## config.mk

```make
export PLATFORM = sky130hd
export DESIGN_NAME = slc_config_regs
export DESIGN_NICKNAME = d
export VERILOG_FILES = /design/src/hw/slc_pkg.sv /design/src/hw/slc_edge_sync.sv /design/src/hw/slc_config_regs.sv
export SDC_FILE = /design/constraint.sdc
export NUM_CORES = 1
export LEC_CHECK = 0
export ABC_CLOCK_PERIOD_IN_PS = 1400
export BUFFER_PORTS_ARGS = -buffer_cell sky130_fd_sc_hd__buf_2
export CAP_MARGIN = 20
export CELL_PAD_IN_SITES_DETAIL_PLACEMENT = 0
export CELL_PAD_IN_SITES_GLOBAL_PLACEMENT = 2
export CORE_ASPECT_RATIO = 1.1
export CORE_MARGIN = 5
export CORE_UTILIZATION = 25
export CTS_BUF_LIST = sky130_fd_sc_hd__clkbuf_8
export DETAILED_ROUTE_END_ITERATION = 8
export PLACE_DENSITY = 0.71
export SYNTH_ARGS = -nofsm -noshare
export SYNTH_HDL_FRONTEND = slang
export SYNTH_SLANG_ARGS = --single-unit
```

## constraint.sdc

```tcl
create_clock -name clk -period 1.4 [get_ports clk]
set_input_delay 0.28 -clock clk [delete_from_list [all_inputs] [get_ports clk]]
set_output_delay 0.28 -clock clk [all_outputs]
set_load 0.05 [all_outputs]
```

## src/hw/slc_pkg.sv

```systemverilog
package slc_pkg;

    // Register offsets on the configuration page
    localparam logic [7:0] LANE0_DEEMPH_OFS   = 8'h32;
    localparam logic [7:0] LANE1_DEEMPH_OFS   = 8'h33;
    localparam logic [7:0] LANE2_DEEMPH_OFS   = 8'h34;
    localparam logic [7:0] LANE3_DEEMPH_OFS   = 8'h35;
    localparam logic [7:0] SYNC_SEL_OFS       = 8'h36;
    localparam logic [7:0] SER_MULT_OFS       = 8'h37;
    localparam logic [7:0] SE_SYNC_EN_OFS     = 8'h3c;
    localparam logic [7:0] SYSREF_MASK_OFS    = 8'h3e;

    // Field positions
    localparam int DEEMPH_LSB      = 2;
    localparam int DEEMPH_W        = 6;
    localparam int SYNC_SEL_BIT    = 6;
    localparam int MULT_W          = 2;
    localparam int SE_SYNC_ON_BIT  = 0;
    localparam int DIV_BLOCK_BIT   = 6;
    localparam int OSC_BLOCK_BIT   = 5;

    // Writable-bit masks; reserved bits read back as zero
    localparam logic [7:0] DEEMPH_MASK  = 8'hfc;
    localparam logic [7:0] SYNC_MASK    = 8'h40;
    localparam logic [7:0] MULT_MASK    = 8'h03;
    localparam logic [7:0] SE_MASK      = 8'h01;
    localparam logic [7:0] SYSREF_MASK  = 8'h60;

    // Reset value of every register
    localparam logic [7:0] REG_RESET    = 8'h00;

    // Multiplier codes
    typedef enum logic [1:0] {
        SLC_MULT_20X = 2'b00,
        SLC_MULT_16X = 2'b01,
        SLC_MULT_40X = 2'b10,
        SLC_MULT_80X = 2'b11
    } slc_mult_e;

    // De-emphasis codes with documented strengths
    localparam logic [5:0] DEEMPH_0DB   = 6'h00;
    localparam logic [5:0] DEEMPH_1DB   = 6'h01;
    localparam logic [5:0] DEEMPH_2DB   = 6'h03;
    localparam logic [5:0] DEEMPH_4DB   = 6'h07;
    localparam logic [5:0] DEEMPH_6DB   = 6'h0f;

    // Decoded PLL multiplication factor
    localparam logic [6:0] FACTOR_20    = 7'h14;
    localparam logic [6:0] FACTOR_16    = 7'h10;
    localparam logic [6:0] FACTOR_40    = 7'h28;
    localparam logic [6:0] FACTOR_80    = 7'h50;

endpackage

```

## src/hw/slc_edge_sync.sv

```systemverilog
`timescale 1ns/10ps

// Two-flop synchroniser with rising-edge pulse taken from the second stage
module slc_edge_sync (
    input  wire logic clk,
    input  wire logic rst_n,
    input  wire logic async_in,
    output logic      level_out,
    output logic      rise_out
);

    typedef struct packed {
        logic meta;
        logic sync;
        logic prev;
    } slc_sync_s;

    slc_sync_s st_q;
    slc_sync_s st_d;

    always_comb
    begin
        st_d      = st_q;
        st_d.meta = async_in;
        st_d.sync = st_q.meta;
        st_d.prev = st_q.sync;
    end

    always_ff @(posedge clk or negedge rst_n)
    begin
        if (!rst_n)
        begin
            st_q <= '0;
        end
        else
        begin
            st_q <= st_d;
        end
    end

    // Edge detector looks only at the second and third stages
    assign level_out = st_q.sync;
    assign rise_out  = st_q.sync & ~st_q.prev;

endmodule

```

## src/hw/slc_config_regs.sv

```systemverilog
// The plain strobed port is this design's own decision.
`timescale 1ns/10ps

// Function
// - Per-lane six-bit de-emphasis field, bits 7:2
// - De-emphasis codes map to documented strengths
// - Sync select bit clear picks differential
// - Two-bit multiplier code picks PLL factor
// - Single-ended sync needs enable and select
// - Divider block bit masks SYSREF divider reset
// - Oscillator block bit masks phase/counter reset
module slc_config_regs (
    input  wire logic       clk,
    input  wire logic       rst_n,
    input  wire logic [7:0] reg_addr,
    input  wire logic [7:0] reg_wdata,
    input  wire logic       reg_wr,
    input  wire logic       reg_rd,
    output logic      [7:0] reg_rdata,
    input  wire logic       sync_diff_in,
    input  wire logic       sync_se_in,
    input  wire logic       sysref_in,
    output logic            sync_req,
    output logic            sync_se_active,
    output logic [23:0]     lane_deemph_sel,
    output logic [3:0]      lane_deemph_valid,
    output logic [1:0]      pll_mult_code,
    output logic [6:0]      pll_factor,
    output logic            divider_reset,
    output logic            osc_counter_reset
);

    ////////////////////////////////////////////////////////////////////////
    // State

    typedef struct packed {
        logic [3:0][5:0] deemph;
        logic            se_sync_sel;
        logic [1:0]      mult;
        logic            se_sync_on;
        logic            div_block;
        logic            osc_block;
        logic [7:0]      rdata;
        logic            sync;
        logic            se_active;
        logic            div_rst;
        logic            osc_rst;
        logic [6:0]      factor;
        logic [3:0]      valid;
    } slc_regs_s;

    // Code 00 selects 20x, so the decoded factor must agree with it from
    // the first cycle after reset; valid starts all ones, every field but factor and valid at zero
    localparam slc_regs_s RST_ST = '{
        factor  : slc_pkg::FACTOR_20,
        valid   : 4'hf,
        default : '0
    };

    slc_regs_s st_q;
    slc_regs_s st_d;

    logic diff_lvl;
    logic se_lvl;
    logic sysref_rise;

    ////////////////////////////////////////////////////////////////////////
    // Pin synchronisers
    // Every pin passes two flops before any logic reads it

    slc_edge_sync u_sync_diff (
        .clk       (clk),
        .rst_n     (rst_n),
        .async_in  (sync_diff_in),
        .level_out (diff_lvl),
        .rise_out  ()
    );

    slc_edge_sync u_sync_se (
        .clk       (clk),
        .rst_n     (rst_n),
        .async_in  (sync_se_in),
        .level_out (se_lvl),
        .rise_out  ()
    );

    // Only the rising edge of the strobe matters, its level is not used
    slc_edge_sync u_sysref (
        .clk       (clk),
        .rst_n     (rst_n),
        .async_in  (sysref_in),
        .level_out (),
        .rise_out  (sysref_rise)
    );

    ////////////////////////////////////////////////////////////////////////
    // Helpers

    function automatic logic [6:0] mult_factor(input logic [1:0] code);
        logic [6:0] f;
        f = slc_pkg::FACTOR_20;
        unique case (slc_pkg::slc_mult_e'(code))
            slc_pkg::SLC_MULT_20X: f = slc_pkg::FACTOR_20;
            slc_pkg::SLC_MULT_16X: f = slc_pkg::FACTOR_16;
            slc_pkg::SLC_MULT_40X: f = slc_pkg::FACTOR_40;
            slc_pkg::SLC_MULT_80X: f = slc_pkg::FACTOR_80;
        endcase
        return f;
    endfunction

    // Codes with a documented strength; the strongest step, code 0f, is
    // treated as known here like the other four
    function automatic logic deemph_known(input logic [5:0] code);
        return (code == slc_pkg::DEEMPH_0DB) || (code == slc_pkg::DEEMPH_1DB)
            || (code == slc_pkg::DEEMPH_2DB) || (code == slc_pkg::DEEMPH_4DB)
            || (code == slc_pkg::DEEMPH_6DB);
    endfunction

    ////////////////////////////////////////////////////////////////////////
    // Next state
    // Writes land at the strobe edge; read data stands one cycle, then
    // returns to zero, so a stale value never looks like a fresh answer

    always_comb
    begin
        logic se_mode;
        se_mode = 1'b0;
        st_d    = st_q;

        // Reserved bits of a write are dropped, so they read back as zero
        if (reg_wr)
        begin
            unique case (reg_addr)
                slc_pkg::LANE0_DEEMPH_OFS:
                    st_d.deemph[0] = reg_wdata[7:2];
                slc_pkg::LANE1_DEEMPH_OFS:
                    st_d.deemph[1] = reg_wdata[7:2];
                slc_pkg::LANE2_DEEMPH_OFS:
                    st_d.deemph[2] = reg_wdata[7:2];
                slc_pkg::LANE3_DEEMPH_OFS:
                    st_d.deemph[3] = reg_wdata[7:2];
                slc_pkg::SYNC_SEL_OFS:
                    st_d.se_sync_sel = reg_wdata[slc_pkg::SYNC_SEL_BIT];
                slc_pkg::SER_MULT_OFS:
                    st_d.mult = reg_wdata[slc_pkg::MULT_W-1:0];
                slc_pkg::SE_SYNC_EN_OFS:
                    st_d.se_sync_on = reg_wdata[slc_pkg::SE_SYNC_ON_BIT];
                slc_pkg::SYSREF_MASK_OFS:
                begin
                    st_d.div_block = reg_wdata[slc_pkg::DIV_BLOCK_BIT];
                    st_d.osc_block = reg_wdata[slc_pkg::OSC_BLOCK_BIT];
                end
                default: ;
            endcase
        end

        // Unmapped reads return zero; reserved bits read as zero
        st_d.rdata = 8'h00;
        if (reg_rd)
        begin
            unique case (reg_addr)
                slc_pkg::LANE0_DEEMPH_OFS: st_d.rdata = {st_q.deemph[0], 2'b00};
                slc_pkg::LANE1_DEEMPH_OFS: st_d.rdata = {st_q.deemph[1], 2'b00};
                slc_pkg::LANE2_DEEMPH_OFS: st_d.rdata = {st_q.deemph[2], 2'b00};
                slc_pkg::LANE3_DEEMPH_OFS: st_d.rdata = {st_q.deemph[3], 2'b00};
                slc_pkg::SYNC_SEL_OFS:
                    st_d.rdata = {1'b0, st_q.se_sync_sel, 6'h00};
                slc_pkg::SER_MULT_OFS:
                    st_d.rdata = {6'h00, st_q.mult};
                slc_pkg::SE_SYNC_EN_OFS:
                    st_d.rdata = {7'h00, st_q.se_sync_on};
                slc_pkg::SYSREF_MASK_OFS:
                    st_d.rdata = {1'b0, st_q.div_block, st_q.osc_block, 5'h00};
                default: st_d.rdata = 8'h00;
            endcase
        end

        // Single-ended only when both bits are set, else differential
        se_mode        = st_q.se_sync_on & st_q.se_sync_sel;
        st_d.se_active = se_mode;
        st_d.sync      = se_mode ? se_lvl : diff_lvl;

        st_d.div_rst = sysref_rise & ~st_q.div_block;
        st_d.osc_rst = sysref_rise & ~st_q.osc_block;

        // Factor follows the code only; no other register field affects it
        st_d.factor = mult_factor(st_q.mult);

        // Validity is registered beside the codes so both change together
        for (int i = 0; i < 4; i++)
        begin
            st_d.valid[i] = deemph_known(st_d.deemph[i]);
        end
    end

    always_ff @(posedge clk or negedge rst_n)
    begin
        if (!rst_n)
        begin
            st_q <= RST_ST;
        end
        else
        begin
            st_q <= st_d;
        end
    end

    ////////////////////////////////////////////////////////////////////////
    // Outputs
    // All outputs come straight from flops; no decode sits after them

    assign reg_rdata         = st_q.rdata;
    assign sync_req          = st_q.sync;
    assign sync_se_active    = st_q.se_active;
    assign lane_deemph_sel   = st_q.deemph;
    assign pll_mult_code     = st_q.mult;
    assign pll_factor        = st_q.factor;
    assign divider_reset     = st_q.div_rst;
    assign osc_counter_reset = st_q.osc_rst;
    assign lane_deemph_valid = st_q.valid;

endmodule

```

==> results by group <==
Outcome
  • Outcome: finished clean

Power and ir drop
  • Pleak: 1.78 nW
  • PD cells: 1150 mW/mm^2
  • Sequential power share: 0.451
  • Sw power: 0.00114 W
  • Clock power share: 0.378
  • Internal power: about 0.0029 W
  • Peak VDD IR: 0.303 mV
  • Gate power share: 0.171
  • Sw Share: 0.284

Worst setup path
  • CP Launch Point: lane_deemph_sel[15]$_DFF_PN0_
  • Critical path class: register to primary output
  • RR Startpoint: lane_deemph_sel[21]$_DFF_PN0_
  • Worst Path Required: approximately 1.1 ns
  • Data arrival time of the worst path: 1.07 ns
  • R2R cell count: 4
  • CP Max Fanout: 3
  • Startpoint types: register
  • Reg2Reg Capture Point: reg_rdata[5]$_DFF_PN0_
  • Worst Setup EP: lane_deemph_sel[15]
  • R2R Setup Slk: 0.13 ns
  • Crit. End Element: primary output

Logic synthesis
  • Post-synth cell types: 36
  • Commonest register cell after synthesis: dfrtp_1
  • EDFF count, synth: 0
  • #FFs+latches synth: 57
  • Yosys top cell by area: dfrtp_1
  • Most frequent cell after synthesis: dfrtp_1
  • Post-synth top cells: dfrtp_1 (51), buf_4 (46), mux2_2 (22), o21ai_0 (13), nand2_1 (12)
  • Post-synth top area share: 0.453
  • FFs w/ async S/R, synth: 1.00
  • Mapped Area: 0.00282 mm^2
  • Seq/Total Area, Yosys: 0.509
  • Syn avg cell area: 12.0 um^2
  • Yosys warns: 0
  • Synth top area cells: dfrtp_1 (45%), buf_4 (12%), mux2_2 (8.8%)
  • Synth Instances: 235

Clock network
  • Clk root buf: clkbuf_8
  • Clock-pin slew on the worst setup and hold paths: 0.06 ns
  • Clock Tree Buf Depth: 2
  • Post-CTS setup buffer count: 0
  • H-tree depth: 3
  • TritonCTS buffer count: 9
  • Worst-Skew Late Latency: 0.34 ns
  • Clock sinks: 57
  • CTS tree: done

Finish
  • Area delta synth->final: 24.4%
  • # fillers: around 1100
  • Final Cell Area: 0.00350 mm^2
  • Register area: ~0.0014 mm^2
  • N_diodes: 0
  • Proportion of layout cells with a drive suffix above 1: 0.512
  • Nets: 320
  • Non-Filler Instances: 448
  • Final Util: 0.320
  • Multi-input gate area: 0.00100 mm^2

STA
  • Hold Vio Cnt, Final: 0
  • Max-slew violation count: 0
  • Fin crit share: 0.966
  • Hold Worst Slack: 0.0404 ns
  • Count of final setup violators: 0
  • Max Fclk: between 700 and 800 MHz
  • Clk_skew: 0.00444 ns
  • Final Critical Period: 1.35 ns
  • Final setup TNS: 0 ns

Placement
  • Post-detail-place hpwl: 5.40 mm
  • Placed instance area: roughly 0.0033 mm^2
  • Port bufs: 69
  • GPL Wtd Cong: between 0.8 and 0.9
  • Placed cell count: about 430

Global routing
  • Congestion Overflow GR: 0
  • Vias in the first global route: between 1500 and 2000
  • Initial antenna violation count: 1
  • Largest net degree at the start of global routing: 26
  • Total track usage: 0.109
  • First-pass GRT wire length: 11.1 mm

Min path
  • Min-delay worst type: input pin to register
  • Hold Crit Depth: 1

Die
  • Die width: 111 um
  • I/O pins: between 70 and 80
  • Die height: 121 um
  • Site Rows: 40
  • Die ar.: 0.0135 mm^2
  • Initial core utilization: 0.257
  • Core Area: 0.0110 mm^2

Detailed routing
  • ANT nets after route: 0
  • # DRC: 0
  • Final wirelength: 6.92 mm
  • DR iter-0 viols: 34
  • Avg WL per Cell: approximately 15 um
  • Vias post-DR: 1877
  • Pre-Repair DR Iteration Count: 4
  • Via-per-instance ratio: about 4.2

Run
  • MaxCap Viol Count: 0
[routing by layer]
metal  vias up  GRT usage  part of all wire
met5         -          0            0.0010
met4         2     0.0433             0.020
met2        44      0.160              0.46
met1       914      0.139              0.46
met3         9     0.0479             0.055
li1        908          -                 -
[per-stage QoR]
step	power [W]	worst slack (ns)
detailed placement	0.00252	-0.163
global placement	0.00251	-0.151
CTS	0.00408	0.00582
floorplan	0.00236	-0.0637
finish	0.00402	0.0472
global route	0.00423	-0.00715
[worst max-delay path, cell delays in order (launching register included)]
cell      delay, ns
dfrtp_1        0.38
buf_4          0.15
clkbuf_4       0.21
[final cells by class]
type	count	area share
clock buffers	11	0.0432
clock inverters	4	0.0125
inverters	3	0.00322
multi-input cells	124	0.286
flip-flops and latches	57	0.409
well taps	147	0.0525
repair buffers	102	0.193
[power by group through the flow]
stage	Combinational (W)	Sequential (W)	Clock, W
finish	0.000690	0.00181	0.00152
global route	0.000739	0.00182	0.00167
floorplan	0.000522	0.00184	0
CTS	0.000695	0.00182	0.00157
global placement	0.000670	0.00184	0
detailed placement	0.000674	0.00184	0
[worst min path at each step]
stage | startpoint | end | slack [ns]
2_1_floorplan | rst_n | divider_reset$_DFF_PN0_ | -0.02
3_3_place_gp | rst_n | lane_deemph_sel[1]$_DFF_PN0_ | 0.24
3_5_place_dp | rst_n | lane_deemph_sel[1]$_DFF_PN0_ | 0.24
4_1_cts | sync_se_in | u_sync_se.st_d[1]$_DFF_PN0_ | 0.02
5_1_grt | sync_diff_in | u_sync_diff.st_d[1]$_DFF_PN0_ | 0.02
6_report | sync_se_in | u_sync_se.st_d[1]$_DFF_PN0_ | 0.04
[layout by cell type, fill, tap and decap left out, types with 5 or more instances in the layout]
master,n
a22oi_1,6
buf_2,52
buf_4,40
clkbuf_4,6
clkbuf_8,11
dfrtp_1,51
dfstp_2,6
mux2_1,5
mux2_2,22
nand2_1,12
nor2_1,9
nor2b_1,8
o21ai_0,13
[sequential cells by signal, summed over array words and instances, names as in the netlist]
register / cells
pll_mult_code: 2
u_sync_se.level_out: 1
sync_se_active: 1
u_sysref.st_q: 1
u_sysref.level_out: 1
lane_deemph_sel: 24
u_sysref.st_d: 1
sync_req: 1
osc_counter_reset: 1
u_sync_diff.st_d: 1
u_sync_diff.level_out: 1
reg_rdata: 8
lane_deemph_valid: 4
u_sync_se.st_d: 1
divider_reset: 1
st_q: 4
pll_factor: 4
[logic make-up after synthesis]
kind of cell,synth area share
multiplexers,0.135
flip-flops,0.509
buffers and inverters,0.141
AO/OA/AOI/OAI,0.0698
AND/OR/NAND/NOR,0.144
other,0.00133
[what timing repair did]
action,in CTS,in global routing
hold buffers,1,0
gates resized for setup,8,12
endpoints found under the setup margin,8,9
hold endpoints to repair,10,0
Power figures use the tool's default switching activity.
